[src/verilog/frc_defines.svh]
// frc_defines.svh: register indexes, field positions, resets, timing
// assumes: included by frc_core; byte address = index * 4
`ifndef FRC_DEFINES_SVH
`define FRC_DEFINES_SVH
// register indexes
`define FRC_IX_SCAN 8'h91
`define FRC_IX_HDMI 8'hBA
`define FRC_IX_CTRL 8'hBF
`define FRC_IX_FILL_A 8'hC0
`define FRC_IX_FILL_B 8'hC1
`define FRC_IX_FILL_C 8'hC2
`define FRC_IX_HOLD 8'hC9
`define FRC_IX_LPF_HI 8'hAB
`define FRC_IX_LPF_LO 8'hAC
`define FRC_IX_LL_HI 8'h8F
`define FRC_IX_LL_LO 8'h90
`define FRC_IX_PRIM 8'hE0
`define FRC_IX_STD 8'hE1
`define FRC_IX_VFREQ 8'hE2
`define FRC_IX_STATUS 8'hFF
// field positions
`define FRC_B_SCAN 6
`define FRC_B_STATUS 4
// reset values
`define FRC_RST_SCAN 1'b1
`define FRC_RST_EN 1'b1
`define FRC_RST_AUTO 1'b1
// built-in blue
`define FRC_BLUE_GR 24'h000087
`define FRC_BLUE_COMP 24'h2372D4
`define FRC_PRIM_GR 4'h2
// decoded frame lengths per standard
`define FRC_FL_0 12'h20D
`define FRC_FL_1 12'h271
`define FRC_FL_2 12'h2EE
`define FRC_FL_3 12'h465
`define FRC_VF_50 3'h1
// free-run raster
`define FRC_DEF_LL 12'h35A
`define FRC_HS_W 12'h02C
`define FRC_VS_W 12'h003
`define FRC_HBLANK 12'h08A
`define FRC_VBLANK 12'h02D
// link clock loss timeout
`define FRC_CLK_MHZ 125
`define FRC_LOSS_NS 1000
`define FRC_LOSS_CYC (`FRC_LOSS_NS * `FRC_CLK_MHZ / 1000)
`endif

[src/verilog/frc_pkg.sv]
// frc_pkg: carrier and state types of the free-run block
// assumes: nothing beyond standard SystemVerilog
package frc_pkg;
	typedef struct packed {
		logic hs;
		logic vs;
		logic de;
		logic [23:0] data;
	} frc_vid_t;
	typedef struct packed {
		logic scan;
		logic en;
		logic pol;
		logic force_run;
		logic autoc;
		logic man;
		logic [7:0] fa;
		logic [7:0] fb;
		logic [7:0] fc;
		logic hold_dis;
		logic [11:0] ideal;
		logic [10:0] ll;
		logic [3:0] prim;
		logic [5:0] std;
		logic [2:0] vfreq;
	} frc_regs_t;
	typedef struct packed {
		frc_regs_t r;
		logic sync1;
		logic sync2;
		logic sync3;
		logic [7:0] loss_cnt;
		logic clk_lost;
		logic pready;
		logic pslverr;
		logic [31:0] prdata;
		logic hs_d;
		logic vs_d;
		logic [11:0] lcnt;
		logic [11:0] meas;
		logic meas_ok;
		logic [11:0] held;
		logic [11:0] hcnt;
		logic [11:0] vcnt;
		frc_vid_t vout;
		logic freerun;
	} frc_state_t;
endpackage

[src/verilog/frc_core.sv]
// frc_core: free-run decision, free-run raster and fill color insertion
// assumes: APB3 master on pclk; vid_in is decoded video on pclk;
// tmds_clk is an asynchronous pin sampled here
//
// Decided for this implementation: the APB register port.
`timescale 1ns/1ps
`include "frc_defines.svh"

// Summary of operation
// - scan bit 0 progressive, 1 interlaced
// - zero ideal lines: decode from format, standard
// - nonzero ideal lines with scan give field
// - ideal lines never touch decoded video path
// - policy 0: free-run on lost TMDS clock
// - policy 1: also on resolution mismatch
// - HDMI enable gates both policies
// - hold on: keep last measured lines
// - hold off: standard from format selections
// - policy 1 expects programmed custom resolution
// - forced free-run always outputs fill color
// - automatic: fill only on lost input or, under policy 1, on mismatch
// - force bit makes core free-run
// - auto enable inserts fill while free-running
// - manual select picks programmed fill values
// - built-in blue values per format
// - three 8-bit fill values reset zero
// - status bit 4 shows free running
// - free-run gives stable timing; data is fill only with auto or force set
module frc_core #(
	parameter int LOSS_CYC = `FRC_LOSS_CYC
) (
	input wire logic pclk,
	input wire logic presetn,
	input wire logic psel,
	input wire logic penable,
	input wire logic pwrite,
	input wire logic [11:0] paddr,
	input wire logic [31:0] pwdata,
	output logic [31:0] prdata,
	output logic pready,
	output logic pslverr,
	input wire logic tmds_clk,
	input wire frc_pkg::frc_vid_t vid_in,
	output frc_pkg::frc_vid_t vid_out,
	output logic freerun_status
);

	// ------------------------------------------------------------
	// elaboration checks
	// ------------------------------------------------------------
	generate
		if (LOSS_CYC < 2 || LOSS_CYC > 255) begin : g_bad
			$error("LOSS_CYC must lie in 2..255");
		end
	endgenerate

	localparam logic [7:0] LOSS_LAST = 8'(LOSS_CYC - 1);

	frc_pkg::frc_state_t st_reg;
	frc_pkg::frc_state_t st_next;
	logic tedge;
	logic [11:0] dec_frame;
	logic [11:0] dec_field;
	logic [11:0] ideal_field;
	logic [11:0] exp_field;
	logic [11:0] fr_field;
	logic [11:0] line_len;
	logic mismatch;
	logic freerun;
	logic fill;
	logic [23:0] color;

	// ------------------------------------------------------------
	// free-run decision
	// ------------------------------------------------------------
	// frame length decoded from the format selections
	always_comb begin
		case (st_reg.r.std[1:0])
			2'h0: dec_frame = `FRC_FL_0;
			2'h1: dec_frame = `FRC_FL_1;
			2'h2: dec_frame = `FRC_FL_2;
			default: dec_frame = `FRC_FL_3;
		endcase
		if (st_reg.r.std[1:0] == 2'h0 && st_reg.r.vfreq == `FRC_VF_50) begin
			dec_frame = `FRC_FL_1;
		end
	end

	// interlaced halves frame into field
	assign dec_field = st_reg.r.scan ? dec_frame >> 1 : dec_frame;
	assign ideal_field = st_reg.r.scan ? st_reg.r.ideal >> 1
		: st_reg.r.ideal;
	// expected field for the mismatch test
	assign exp_field = (st_reg.r.ideal != 12'h000) ? ideal_field
		: dec_field;
	// field length the raster free-runs into
	assign fr_field = (st_reg.r.ideal != 12'h000) ? ideal_field
		: (!st_reg.r.hold_dis && st_reg.held != 12'h000) ? st_reg.held
		: dec_field;
	assign line_len = (st_reg.r.ll != 11'h000) ? {1'b0, st_reg.r.ll}
		: `FRC_DEF_LL;
	assign mismatch = st_reg.meas_ok && st_reg.meas != exp_field;
	assign freerun = st_reg.r.force_run
		|| (st_reg.r.en
		&& (st_reg.clk_lost || (st_reg.r.pol && mismatch)));
	// fill only while free-running, unless forced
	assign fill = st_reg.r.force_run
		|| (st_reg.r.autoc && freerun);
	assign color = st_reg.r.man
		? {st_reg.r.fa, st_reg.r.fb, st_reg.r.fc}
		: (st_reg.r.prim == `FRC_PRIM_GR) ? `FRC_BLUE_GR
		: `FRC_BLUE_COMP;
	// any transition of the synchronised link clock
	assign tedge = st_reg.sync2 ^ st_reg.sync3;

	// ------------------------------------------------------------
	// next state
	// ------------------------------------------------------------
	always_comb begin
		logic [7:0] idx;
		logic hit;
		logic [7:0] rd;
		idx = paddr[9:2];
		hit = 1'b1;
		rd = 8'h00;
		st_next = st_reg;

		// link clock synchroniser and loss watchdog
		st_next.sync1 = tmds_clk;
		st_next.sync2 = st_reg.sync1;
		st_next.sync3 = st_reg.sync2;
		if (tedge) begin
			st_next.loss_cnt = 8'h00;
			st_next.clk_lost = 1'b0;
		end else if (st_reg.loss_cnt == LOSS_LAST) begin
			st_next.clk_lost = 1'b1;
		end else begin
			st_next.loss_cnt = st_reg.loss_cnt + 8'h01;
		end

		// register read mux and decode
		case (idx)
			`FRC_IX_SCAN: rd[`FRC_B_SCAN] = st_reg.r.scan;
			`FRC_IX_HDMI: rd = {6'h00, st_reg.r.pol, st_reg.r.en};
			`FRC_IX_CTRL: rd = {5'h00, st_reg.r.man, st_reg.r.autoc,
				st_reg.r.force_run};
			`FRC_IX_FILL_A: rd = st_reg.r.fa;
			`FRC_IX_FILL_B: rd = st_reg.r.fb;
			`FRC_IX_FILL_C: rd = st_reg.r.fc;
			`FRC_IX_HOLD: rd = {7'h00, st_reg.r.hold_dis};
			`FRC_IX_LPF_HI: rd = st_reg.r.ideal[11:4];
			`FRC_IX_LPF_LO: rd = {st_reg.r.ideal[3:0], 4'h0};
			`FRC_IX_LL_HI: rd = {5'h00, st_reg.r.ll[10:8]};
			`FRC_IX_LL_LO: rd = st_reg.r.ll[7:0];
			`FRC_IX_PRIM: rd = {4'h0, st_reg.r.prim};
			`FRC_IX_STD: rd = {2'h0, st_reg.r.std};
			`FRC_IX_VFREQ: rd = {5'h00, st_reg.r.vfreq};
			`FRC_IX_STATUS: rd[`FRC_B_STATUS] = st_reg.freerun;
			default: hit = 1'b0;
		endcase

		// apb: answer in the first access cycle
		st_next.pready = psel && !penable;
		if (psel && !penable) begin
			st_next.pslverr = !hit;
			st_next.prdata = (pwrite || !hit) ? 32'h0000_0000
				: {24'h00_0000, rd};
		end
		if (psel && penable && st_reg.pready && pwrite) begin
			case (idx)
				`FRC_IX_SCAN: st_next.r.scan = pwdata[`FRC_B_SCAN];
				`FRC_IX_HDMI: begin
					st_next.r.en = pwdata[0];
					st_next.r.pol = pwdata[1];
				end
				`FRC_IX_CTRL: begin
					st_next.r.force_run = pwdata[0];
					st_next.r.autoc = pwdata[1];
					st_next.r.man = pwdata[2];
				end
				`FRC_IX_FILL_A: st_next.r.fa = pwdata[7:0];
				`FRC_IX_FILL_B: st_next.r.fb = pwdata[7:0];
				`FRC_IX_FILL_C: st_next.r.fc = pwdata[7:0];
				`FRC_IX_HOLD: st_next.r.hold_dis = pwdata[0];
				`FRC_IX_LPF_HI: st_next.r.ideal[11:4] = pwdata[7:0];
				`FRC_IX_LPF_LO: st_next.r.ideal[3:0] = pwdata[7:4];
				`FRC_IX_LL_HI: st_next.r.ll[10:8] = pwdata[2:0];
				`FRC_IX_LL_LO: st_next.r.ll[7:0] = pwdata[7:0];
				`FRC_IX_PRIM: st_next.r.prim = pwdata[3:0];
				`FRC_IX_STD: st_next.r.std = pwdata[5:0];
				`FRC_IX_VFREQ: st_next.r.vfreq = pwdata[2:0];
				default: st_next.r = st_reg.r;
			endcase
		end

		// measure lines per field of the incoming stream
		st_next.hs_d = vid_in.hs;
		st_next.vs_d = vid_in.vs;
		if (vid_in.vs && !st_reg.vs_d) begin
			st_next.meas = st_reg.lcnt;
			st_next.meas_ok = !st_reg.clk_lost;
			// a line that starts together with the field still counts
			st_next.lcnt = (vid_in.hs && !st_reg.hs_d) ? 12'h001
				: 12'h000;
		end else if (vid_in.hs && !st_reg.hs_d) begin
			st_next.lcnt = st_reg.lcnt + 12'h001;
		end
		if (st_reg.clk_lost) begin
			st_next.meas_ok = 1'b0;
		end
		// buffer last good measurement unless hold is disabled
		if (!st_reg.r.hold_dis && st_reg.meas_ok) begin
			st_next.held = st_reg.meas;
		end

		// free-running raster, always counting for a clean entry
		if (st_reg.hcnt >= line_len - 12'h001) begin
			st_next.hcnt = 12'h000;
			if (st_reg.vcnt >= fr_field - 12'h001) begin
				st_next.vcnt = 12'h000;
			end else begin
				st_next.vcnt = st_reg.vcnt + 12'h001;
			end
		end else begin
			st_next.hcnt = st_reg.hcnt + 12'h001;
		end

		// output select: raster or decoded timing, fill or data
		if (freerun) begin
			st_next.vout.hs = st_reg.hcnt < `FRC_HS_W;
			st_next.vout.vs = st_reg.vcnt < `FRC_VS_W;
			st_next.vout.de = st_reg.hcnt >= `FRC_HBLANK
				&& st_reg.vcnt >= `FRC_VBLANK;
		end else begin
			st_next.vout.hs = vid_in.hs;
			st_next.vout.vs = vid_in.vs;
			st_next.vout.de = vid_in.de;
		end
		st_next.vout.data = fill ? color : vid_in.data;
		st_next.freerun = freerun;
	end

	// ------------------------------------------------------------
	// state register
	// ------------------------------------------------------------
	always_ff @(posedge pclk or negedge presetn) begin
		if (!presetn) begin
			st_reg <= '0;
			st_reg.r.scan <= `FRC_RST_SCAN;
			st_reg.r.en <= `FRC_RST_EN;
			st_reg.r.autoc <= `FRC_RST_AUTO;
			st_reg.clk_lost <= 1'b1;
		end else begin
			st_reg <= st_next;
		end
	end

	// output ports straight from the state register
	assign prdata = st_reg.prdata;
	assign pready = st_reg.pready;
	assign pslverr = st_reg.pslverr;
	assign vid_out = st_reg.vout;
	assign freerun_status = st_reg.freerun;
endmodule

[config.mk]
export PLATFORM = sky130hd
export DESIGN_NAME = frc_core
export DESIGN_NICKNAME = d
export VERILOG_FILES = /design/src/verilog/frc_pkg.sv /design/src/verilog/frc_core.sv
export VERILOG_INCLUDE_DIRS = /design/src /design/src/verilog
export SDC_FILE = /design/constraint.sdc
export NUM_CORES = 1
export LEC_CHECK = 0
export BUFFER_PORTS_ARGS = -buffer_cell sky130_fd_sc_hd__buf_2
export CORE_AREA = 2 2 154 156
export CTS_BUF_LIST = sky130_fd_sc_hd__clkbuf_16
export CTS_CLUSTER_SIZE = 12
export DETAILED_ROUTE_END_ITERATION = 10
export DIE_AREA = 0 0 156 158
export PLACE_DENSITY = 0.68
export SLEW_MARGIN = 20
export SYNTH_ARGS = -nofsm -noshare
export SYNTH_HDL_FRONTEND = slang
export SYNTH_SLANG_ARGS = --single-unit
[constraint.sdc]
create_clock -name pclk -period 4.19 [get_ports pclk]
set_clock_uncertainty 0.15 [all_clocks]
set_input_delay 0.419 -clock pclk [delete_from_list [all_inputs] [get_ports pclk]]
set_output_delay 0.419 -clock pclk [all_outputs]
set_load 0.02 [all_outputs]
==> summary.txt, run 1 <==
Synth Area per Inst -> 10.41 sq um
IO Pins -> 139
Most common cell after layout, fill and taps aside -> dfrtp_1
Yosys reg bits -> 180
Antenna Nets Post-Route -> 0
Drt pass-1 iters -> 6
Clock share of power -> 38.0%
Share of layout cells above drive strength 1 -> 29.48%
GRT overflow -> 0
Max reg flops -> 140
Drt via density -> 5.532
H-tree Lvls -> 4
CP startpoint kind -> flip-flop
Post-DP Area -> 10890 sq um
Die Area -> 24650 sq um
Initial Utilization -> 44.13%
Fin crit share -> 99.83%
Syn. warnings -> 0
Core footprint -> 23050 sq um
Largest family of logic cells by synthesized area -> multiplexers
CTS tree -> built
Xor and xnor area share after synthesis -> 3.960%
Internal power -> 3.039 mW
Worst hold path class -> input pin to flip-flop
TNS Setup -> 0 ps
Final setup viols -> 0
Crit path kind -> flip-flop to flip-flop
Switching Fraction -> 31.32%
Synth-to-Final Area Change -> 15.61%
F_max -> 0.2391 GHz
Top_reg_cell synth -> dfrtp_1
Worst slew pin tran -> 1022 ps
Outcome -> complete, no violations
Final min period -> 4183 ps
Worst skew pair latency -> 440 ps
Max transition margin -> 31.23%
Cell variety after synth -> 69
TritonCTS buffer count -> 17
CTS Buffer Depth -> 2
Seq pwr share -> 44.7%
FFs w/ async S/R, synth -> 100.0%
Max IR drop VDD -> 0.2163 mV
EDFF count, synth -> 0
Max-cap viol count -> 0
Sequential area share after synthesis -> 44.32%
Simple-gate portion of the synthesized area -> 13.43%
Final net count -> 1185
CTS Sinks -> 180
Wire length per cell -> 17.57 um
First-pass GRT wire length -> 38.05 mm
Most frequent cells in the layout -> dfrtp_1 (176), mux2_2 (101), buf_2 (85), nor2_1 (75), nand2_1 (64)
Synth Instances -> 977
Logic pwr share -> 17.4%
DR vias -> 7628
Leakage power -> 5.620 nW
Power Density -> 376.3 nW/um^2
Vias in the first global route -> 7302
Routed WL -> 24.22 mm
Post-synthesis compound-gate area fraction -> 11.76%
Die Ht -> 158 um
Detailed Place HPWL -> 17.86 mm
Synthesized area -> 10170 sq um
# diodes -> 0
Worst-path maximum fanout -> 3
Final hold vios -> 0
Endpoint class of the critical path -> flip-flop
# DRC -> 0
IO Port Bufs -> 86
Row cnt -> 56
Mux contribution to synthesized area -> 15.11%
RSZ-0062 raised after global routing -> yes
Critical Path AT -> 4350 ps
Total GRT Usage -> 19.71%
GP Congestion -> 0.9154
Largest net degree at the start of global routing -> 81
Die width -> 156 um
Number of DRC markers in iteration 0 -> 583
Design Area, Final -> 11760 sq um
Clock-pin slew on the worst setup and hold paths -> 70 ps
Final max-slew violation count -> 0
Post-Synth Adder-Cell Area -> 3.936%
Worst path required time -> 4360 ps
CTS root buf -> clkbuf_16
Switching pwr -> 1.386 mW
Initial antenna violation count -> 0
critical path, cell delays in order, from the launching register on:
cell       delay, ps
dfrtp_1          380
or4_4            550
or3_4            400
nor3_4           200
nor2_2            70
ha_2             200
nand2_4           70
nor3_2            40
xor2_1           130
nor2_1           120
ha_1             250
a21o_1           170
a211oi_2         200
o21ai_2          110
a2111oi_4        420
buf_4            190
nor3b_4           40
buf_6            120
mux2_2           250
metrics by stage:
stage | total power [mW] | setup WS [ps] | instances | util, % | hold WS (ps)
2_1_floorplan | 2.481 | 12.15 | 1000 | - | -26.59
3_3_place_gp | 2.687 | 3.306 | 1332 | 47.25 | 188.2
3_5_place_dp | 2.712 | -62.60 | 1332 | 47.25 | 199.6
4_1_cts | 4.413 | 28.33 | 1368 | 50.27 | 1.826
5_1_grt | 4.648 | -165.2 | 1379 | 51.02 | 6.852
6_report | 4.425 | 7.009 | 1379 | 51.02 | 20.49
power groups by stage:
stage               Sequential [mW]  Combinational, mW  Clock, mW
global placement               2.01              0.682          0
global route                   2.00              0.859       1.79
detailed placement             2.01              0.705          0
CTS                            1.98              0.717       1.72
finish                         1.98              0.768       1.68
floorplan                      1.97              0.507          0
Yosys cell counts, drive strengths merged, types with 4 or more instances:
master  count  share of area (%)
and2        5               0.31
a21o       10               0.74
nand4       9               0.55
o21ai      28                1.4
a221oi      4               0.34
dfstp       4                1.0
xor2       24                2.1
a22oi      11               0.81
a31oi      10               0.61
ha         32                3.9
a211o       9               0.77
nor3        8               0.39
inv        46                1.7
or3         9               0.55
buf        68                4.8
a211oi      7               0.52
dfrtp     176                 43
nor4       21                1.4
a222oi     10               0.98
a22o       14                1.2
mux2i      28                2.8
mux2      109                 12
or2         5               0.31
nor2b      10               0.61
nor2       76                2.8
and4        4               0.37
nand2b     11               0.68
xnor2      22                1.9
a21oi      33                1.6
nand2      65                2.4
clkbuf     23               0.87
o21a        8               0.59
and3        8               0.49
nand3      30                1.5
final cells by class:
type	instances	area [sq um]
repair buffers	148	942.2
clock buffers	17	425.4
fillers	2095	11290
well taps	290	362.8
inverters	46	172.7
clock inverters	15	211.5
multi-input cells	683	5137
flip-flops and latches	180	4509
worst paths after layout:
kind / cells past startpoint / slack, ps / from / to
min reg2reg: 0 / 210 / st_next[135] / st_next[134]
max: 18 / 7 / st_reg[157] / st_reg[28]
min in group asynchronous: 2 / 430 / presetn / vid_out[23]
max in group asynchronous: 3 / 2390 / presetn / st_reg[29]
max reg2reg: 18 / 7 / st_reg[157] / st_reg[28]
min: 1 / 20 / vid_in[26] / st_reg[90]
logic make-up after synthesis:
| group | count (synthesis) |
|---|---|
| AO/OA/AOI/OAI | 169 |
| XOR/XNOR | 46 |
| adder cells (fa/ha/maj) | 32 |
| buffers and inverters | 137 |
| flip-flops | 180 |
| multiplexers | 137 |
| other | 2 |
| AND/OR/NAND/NOR | 274 |
repair_timing:
item,4_1_cts,5_1_grt
hold buffers,3,0
pin swaps,2,13
setup buffers,1,11
resized for setup,5,15
endpoints found under the setup margin,24,24
endpoints found under the hold margin,79,0
per-layer routing:
layer | up-vias | routed length, um | GRT usage [%]
li1 | 3629 | - | -
met1 | 3725 | 10930 | 26.28
met2 | 234 | 11540 | 32.60
met3 | 40 | 1180 | 3.504
met4 | 0 | 572 | 6.640
met5 | - | 0 | 0
(Power assumes the default switching activity.)
==> inputs of run 2 (changes only) <==
--- a/config.mk
+++ b/config.mk
@@ -12,7 +12,7 @@
 export CTS_CLUSTER_SIZE = 12
 export DETAILED_ROUTE_END_ITERATION = 10
 export DIE_AREA = 0 0 156 158
-export PLACE_DENSITY = 0.68
+export PLACE_DENSITY = 0.65
 export SLEW_MARGIN = 20
 export SYNTH_ARGS = -nofsm -noshare
 export SYNTH_HDL_FRONTEND = slang
==> constraint.sdc (replaced) <==
create_clock -name pclk -period 4.4 [get_ports pclk]
set_clock_uncertainty 0.15 [all_clocks]
set_input_delay 0.44 -clock pclk [delete_from_list [all_inputs] [get_ports pclk]]
set_output_delay 0.44 -clock pclk [all_outputs]
set_load 0.02 [all_outputs]
==> summary.txt, run 2 (synthesis gave the netlist of run 1 again) <==
TritonCTS buffer count -> 17 (unchanged)
Routed WL -> 23.97 mm (-1.1%)
Internal power -> 2.844 mW (-6.4%)
Pwr Total -> 4.147 mW (-6.3%)
Final max-slew violation count -> 0 (unchanged)
CTS root buf -> clkbuf_16
Dpl cells -> 1314 (-1.4%)
Synth-to-Final Area Change -> 12.74%
Power Density -> 361.6 nW/um^2 (-3.9%)
Max reg flops -> 140 (unchanged)
Detailed Place HPWL -> 17.45 mm (-2.3%)
DR vias -> 7555 (-0.96%)
Die Ht -> 158 um (unchanged)
Area of the multi-input gates -> 5061 sq um (-1.5%)
Post-DP Area -> 10730 sq um (-1.5%)
Most frequent cells in the layout -> dfrtp_1 (176), mux2_2 (101), buf_2 (85), nor2_1 (76), nand2_1 (65)
Wire length per cell -> 17.73 um (+0.91%)
Switching Fraction -> 31.41% (+0.092 points)
Drt via density -> 5.588 (+1.0%)
Number of DRC markers in iteration 0 -> 570 (-2.2%)
Initial antenna violation count -> 0 (unchanged)
CP Buf/Inv Count -> 2 (unchanged)
# fillers -> 2113 (+0.86%)
Initial Utilization -> 44.13% (unchanged)
CTS Buffer Depth -> 2 (unchanged)
Final net count -> 1158 (-2.3%)
IO Port Bufs -> 86 (unchanged)
Outcome -> complete, no violations
IO Pins -> 139 (unchanged)
Max transition margin -> 30.55% (-0.68 points)
Worst-path maximum fanout -> 11 (+8)
Die Area -> 24650 sq um (unchanged)
Row cnt -> 56 (unchanged)
Final min period -> 4200 ps (+16.59 ps)
Final setup viols -> 0 (unchanged)
Non-Filler Instances -> 1352 (-2.0%)
Endpoint class of the critical path -> flip-flop
Clock share of power -> 38.7% (+0.7 points)
Clock-pin slew on the worst setup and hold paths -> 80 ps (about the same)
Fin crit share -> 95.45% (-4.4 points)
Final hold vios -> 0 (unchanged)
H-tree Lvls -> 4 (unchanged)
Dpl ws -> 42.83 ps (+105.4 ps)
Logic pwr share -> 15.9% (-1.5 points)
GP Congestion -> 0.8991 (-1.8%)
GRT overflow -> 0 (unchanged)
Leakage power -> 5.454 nW (-3.0%)
Seq pwr share -> 45.4% (+0.7 points)
Crit path kind -> flip-flop to flip-flop
Drt pass-1 iters -> 6 (unchanged)
Die width -> 156 um (unchanged)
CTS tree -> built
Core footprint -> 23050 sq um (unchanged)
# DRC -> 0 (unchanged)
Total GRT Usage -> 19.79% (+0.076 points)
CTS Sinks -> 180 (unchanged)
Worst slew pin tran -> 1040 ps (+17.50 ps)
Most common cell after layout, fill and taps aside -> dfrtp_1
Hold_ws -> 34.15 ps (+13.66 ps)
CP delay by family, top -> compound AO/OA/AOI/OAI gates
Switching pwr -> 1.303 mW (-6.0%)
Final core occ -> 49.76% (-1.3 points)
Antenna Nets Post-Route -> 0 (unchanged)
Design Area, Final -> 11470 sq um (-2.5%)
Crit path setup slack, layout -> 200.4 ps (+193.4 ps)
Worst skew pair latency -> 440 ps (about the same)
Share of layout cells above drive strength 1 -> 26.93% (-2.5 points)
Largest net degree at the start of global routing -> 116 (+43%)
First-pass GRT wire length -> 37.98 mm (-0.18%)
Worst path required time -> 4580 ps (+220 ps)
Sequential standard cell area -> 4509 sq um (unchanged)
Worst path max stage delay -> 410 ps (-140 ps)
Max-cap viol count -> 0 (unchanged)
CP startpoint kind -> flip-flop
Vias in the first global route -> 7198 (-1.4%)
Worst-path cell chain -> nor4_2 > a31o_2 > buf_4 > mux2_2 > a21oi_1 > nor2b_1 > nand4_1 > xor2_1 > ha_1 > nand4_1 > o311ai_0 > o21ai_0 > buf_4 > a211o_1 > a22o_1
# diodes -> 0 (unchanged)
Slowest cell on crit path -> dfrtp_1
Critical Path AT -> 4380 ps (+30 ps)
Worst hold path class -> input pin to flip-flop
F_max -> 0.2381 GHz (-0.39%)
Max IR drop VDD -> 0.2378 mV (+10%)
TNS Setup -> 0 ps (unchanged)
==> run 2: cell count changes in the layout (fill, tap and decap cells not counted), sizes merged <==
| cell | previous run | this run |
|---|---|---|
| buf | 145 | 118 |
==> run 2: layer usage <==
| layer | wire length (um) | up-vias | track usage, % | share of wire (%) |
|---|---|---|---|---|
| met5 | 0 | - | 0 | 0 |
| met4 | 546 | 0 | 6.509 | 2.3 |
| met3 | 1310 | 38 | 3.805 | 5.5 |
| met2 | 11450 | 234 | 32.26 | 48 |
| met1 | 10660 | 3693 | 26.63 | 44 |
| li1 | - | 3590 | - | - |
==> run 2: worst reg2reg max path: cells and delay by family (launching register included) <==
family                     cells  cell delay, ps
xor gates and xnor gates       1             220
DFF                            1             410
buffers and inverters          2             350
muxes                          1             330
and+or+nand+nor                4             880
AOI/OAI and AO/OA              6            1450
adders and majority gates      1             300
==> run 2: power by group through the flow <==
stage	clock network [mW]	registers, mW	logic (mW)
6_report	1.60	1.88	0.660
5_1_grt	1.71	1.91	0.740
4_1_cts	1.65	1.88	0.639
3_5_place_dp	0	1.91	0.635
3_3_place_gp	0	1.91	0.617
2_1_floorplan	0	1.88	0.476
==> run 2: final timing paths <==
check / slack [ps] / end / cells after the start / startpoint
max in group asynchronous: 2660 / st_reg[53] / 3 / presetn
min in group asynchronous: 400 / vid_out[23] / 2 / presetn
setup / recovery: 200 / st_reg[30] / 15 / st_reg[59]
hold reg to reg: 210 / st_next[134] / 0 / st_next[135]
setup reg to reg: 200 / st_reg[30] / 15 / st_reg[59]
hold / removal: 30 / st_reg[90] / 1 / vid_in[26]
==> run 2: layout make-up <==
class                   instances  share of cell area, %
clock buffers                  17                  3.709
clock inverters                15                  1.876
inverters                      46                  1.505
multi-input cells             683                  44.13
flip-flops and latches        180                  39.31
well taps                     290                  3.164
repair buffers                121                  6.305
==> run 2: what timing repair did <==
item                                   in CTS  in global routing
resized for setup                           0                 10
buffers inserted                            0                  3
hold buffers                                3                  0
endpoints found under the hold margin      67                  0
setup endpoints to repair                   0                 24
==> inputs of run 3 (changes only) <==
--- a/config.mk
+++ b/config.mk
@@ -13,6 +13,7 @@
 export DETAILED_ROUTE_END_ITERATION = 10
 export DIE_AREA = 0 0 156 158
 export PLACE_DENSITY = 0.65
+export SETUP_SLACK_MARGIN = 0.4
 export SLEW_MARGIN = 20
 export SYNTH_ARGS = -nofsm -noshare
 export SYNTH_HDL_FRONTEND = slang
==> summary.txt, run 3 (synthesis gave the netlist of run 1 again) <==
CTS tree -> built
CP Buf/Inv Count -> 1 (-1)
Initial Utilization -> 44.13% (unchanged)
Share of layout cells above drive strength 1 -> 29.63% (+2.7 points)
Number of DRC markers in iteration 0 -> 574 (+0.70%)
Synth-to-Final Area Change -> 15.19%
Max-cap viol count -> 0 (unchanged)
Die Ht -> 158 um (unchanged)
Met2 Track Usage GR -> 31.16% (-1.1 points)
IO Pins -> 139 (unchanged)
First-pass GRT wire length -> 38.30 mm (+0.85%)
Worst path required time -> 4560 ps (-20 ps)
Max reg flops -> 140 (unchanged)
TritonCTS buffer count -> 17 (unchanged)
# fillers -> 2120 (+0.33%)
Worst hold path class -> input pin to asynchronous set/reset pin
# diodes -> 0 (unchanged)
Fin crit share -> 92.45% (-3.0 points)
Area of the multi-input gates -> 5226 sq um (+3.3%)
Clock-pin slew on the worst setup and hold paths -> 80 ps (about the same)
IO Port Bufs -> 86 (unchanged)
Critical Path AT -> 4230 ps (-150 ps)
Endpoint class of the critical path -> flip-flop
Crit path setup slack, layout -> 332.2 ps (+131.7 ps)
Largest net degree at the start of global routing -> 110 (-5.2%)
GP Congestion -> 0.9152 (+1.8%)
Sequential standard cell area -> 4512 sq um (about the same)
Worst-path maximum fanout -> 5 (-6)
GR peak layer -> met2
Max transition margin -> 39.24% (+8.7 points)
Worst path max stage delay -> 520 ps (+110 ps)
DR vias -> 7630 (+0.99%)
Die Area -> 24650 sq um (unchanged)
# DRC -> 0 (unchanged)
Core footprint -> 23050 sq um (unchanged)
CP startpoint kind -> flip-flop
Detailed Place HPWL -> 17.23 mm (-1.2%)
CTS Buffer Depth -> 2 (unchanged)
GRT overflow -> 0 (unchanged)
Worst Setup EP -> st_reg[28]
Final hold vios -> 38 (+38)
Reg-to-reg critical path startpoint -> st_reg[157]
Routed WL -> 24.07 mm (+0.45%)
Initial antenna violation count -> 0 (unchanged)
Power Density -> 359.1 nW/um^2 (-0.68%)
Dpl ws -> 118.7 ps (+75.83 ps)
Drt pass-1 iters -> 9 (+3)
CP delay by family, top -> simple AND/OR/NAND/NOR gates
Most common cell type on the critical path -> nor2_1
Hold_ws -> -31.25 ps (-65.40 ps)
F_max -> 0.2458 GHz (+3.2%)
Crit path kind -> flip-flop to flip-flop
Row cnt -> 56 (unchanged)
Final setup viols -> 0 (unchanged)
Drt via density -> 5.610 (+0.40%)
Pwr Total -> 4.208 mW (+1.5%)
Worst skew pair latency -> 440 ps (about the same)
CTS root buf -> clkbuf_16
Outcome -> finished, violations left
Leakage power -> 5.563 nW (+2.0%)
Slowest cell on crit path -> or4_4
Worst R2R Path Depth -> 17 (+2)
H-tree Lvls -> 4 (unchanged)
CTS Sinks -> 180 (unchanged)
Worst-path cell chain -> or4_4 > or3_4 > nor3_4 > nor2_1 > ha_2 > nand2_4 > nor3_2 > xor2_1 > nor2_1 > ha_1 > a21o_1 > a211oi_2 > o21ai_2 > a2111oi_4 > buf_4 > nor3b_4 > mux2_4
Max IR drop VDD -> 0.1917 mV (-19%)
Most frequent cells in the layout -> dfrtp_1 (174), mux2_2 (100), buf_2 (85), nor2_1 (75), nand2_1 (64)
Total GRT Usage -> 19.74% (-0.044 points)
Reg2reg end -> st_reg[28]
RSZ-0062 raised after global routing -> yes
Wire length per cell -> 17.70 um (-0.14%)
Failing checks -> negative hold slack
Final min period -> 4068 ps (-131.7 ps)
Die width -> 156 um (unchanged)
TNS Setup -> 0 ps (unchanged)
Final max-slew violation count -> 0 (unchanged)
Most common cell after layout, fill and taps aside -> dfrtp_1
M1 GR Usage -> 26.63% (about the same)
Vias in the first global route -> 7238 (+0.56%)
Antenna Nets Post-Route -> 0 (unchanged)
Crit path depth -> 17 (+2)
Launch point of the worst path -> st_reg[157]
Worst slew pin tran -> 903.1 ps (-136.4 ps)
M3 GR Usage -> 4.270% (+0.47 points)
Worst reg2reg setup slack -> 330 ps (+130 ps)
Final net count -> 1166 (+0.69%)
==> run 3: cell types whose count changed in the layout (fill, tap and decap cells not counted), sizes merged <==
cell / before / now
clkbuf: 17 / 19
clkinv: 6 / 5
buf: 118 / 124
inv: 55 / 56
dlygate4sd3: 3 / 2
nor3b: 1 / 2
==> run 3: repair_timing <==
item,in CTS,in global routing
endpoints found under the setup margin,24,25
gates resized for setup,18,12
gates cloned,1,1
pin swaps,16,30
buffers inserted,11,3
hold endpoints to repair,2,0
hold buffers,2,0
==> run 3: cell type report <==
type,instances,area share (%)
Tap cell,290,3.096
Multi-Input combinational cell,684,44.60
Clock buffer,17,3.630
Sequential cell,180,38.50
Clock inverter,15,1.762
Inverter,46,1.473
Timing Repair Buffer,128,6.940
==> run 3: how the worst min path moves through the flow <==
stage	from	to	depth (start not counted)	slack, ps
6_report	presetn	vid_out[23]	1	-30
5_1_grt	vid_in[26]	st_reg[90]	1	20
4_1_cts	vid_in[26]	st_reg[90]	1	10
3_5_place_dp	st_next[135]	st_next[134]	0	190
3_3_place_gp	st_next[135]	st_next[134]	0	190
2_1_floorplan	presetn	freerun_status	0	-6
==> run 3: power breakdown <==
part | switching, mW | internal [mW] | total [mW] | leakage [nW]
registers | 0.133 | 1.75 | 1.89 | 2.38
clock network | 0.805 | 0.795 | 1.60 | 0.305
logic | 0.388 | 0.334 | 0.722 | 2.88
total | 1.33 | 2.88 | 4.21 | 5.56
==> run 3: metrics by stage <==
step                      utilization, %  hold WS, ps  std cells  area, sq um
after floorplan                        -       -5.591       1000        10380
after CTS                          50.35        13.26       1356        11610
after detailed placement           46.75        189.6       1310        10780
after global placement             46.75        186.1       1310        10780
after global routing               50.84        19.70       1360        11720
final                              50.84       -31.25       1360        11720
==> run 3: layer usage <==
layer  wire, um  vias to the layer above
li1           -                     3597
met1      10900                     3716
met2      11010                      255
met3       1316                       62
met4        842                        0
met5          0                        -
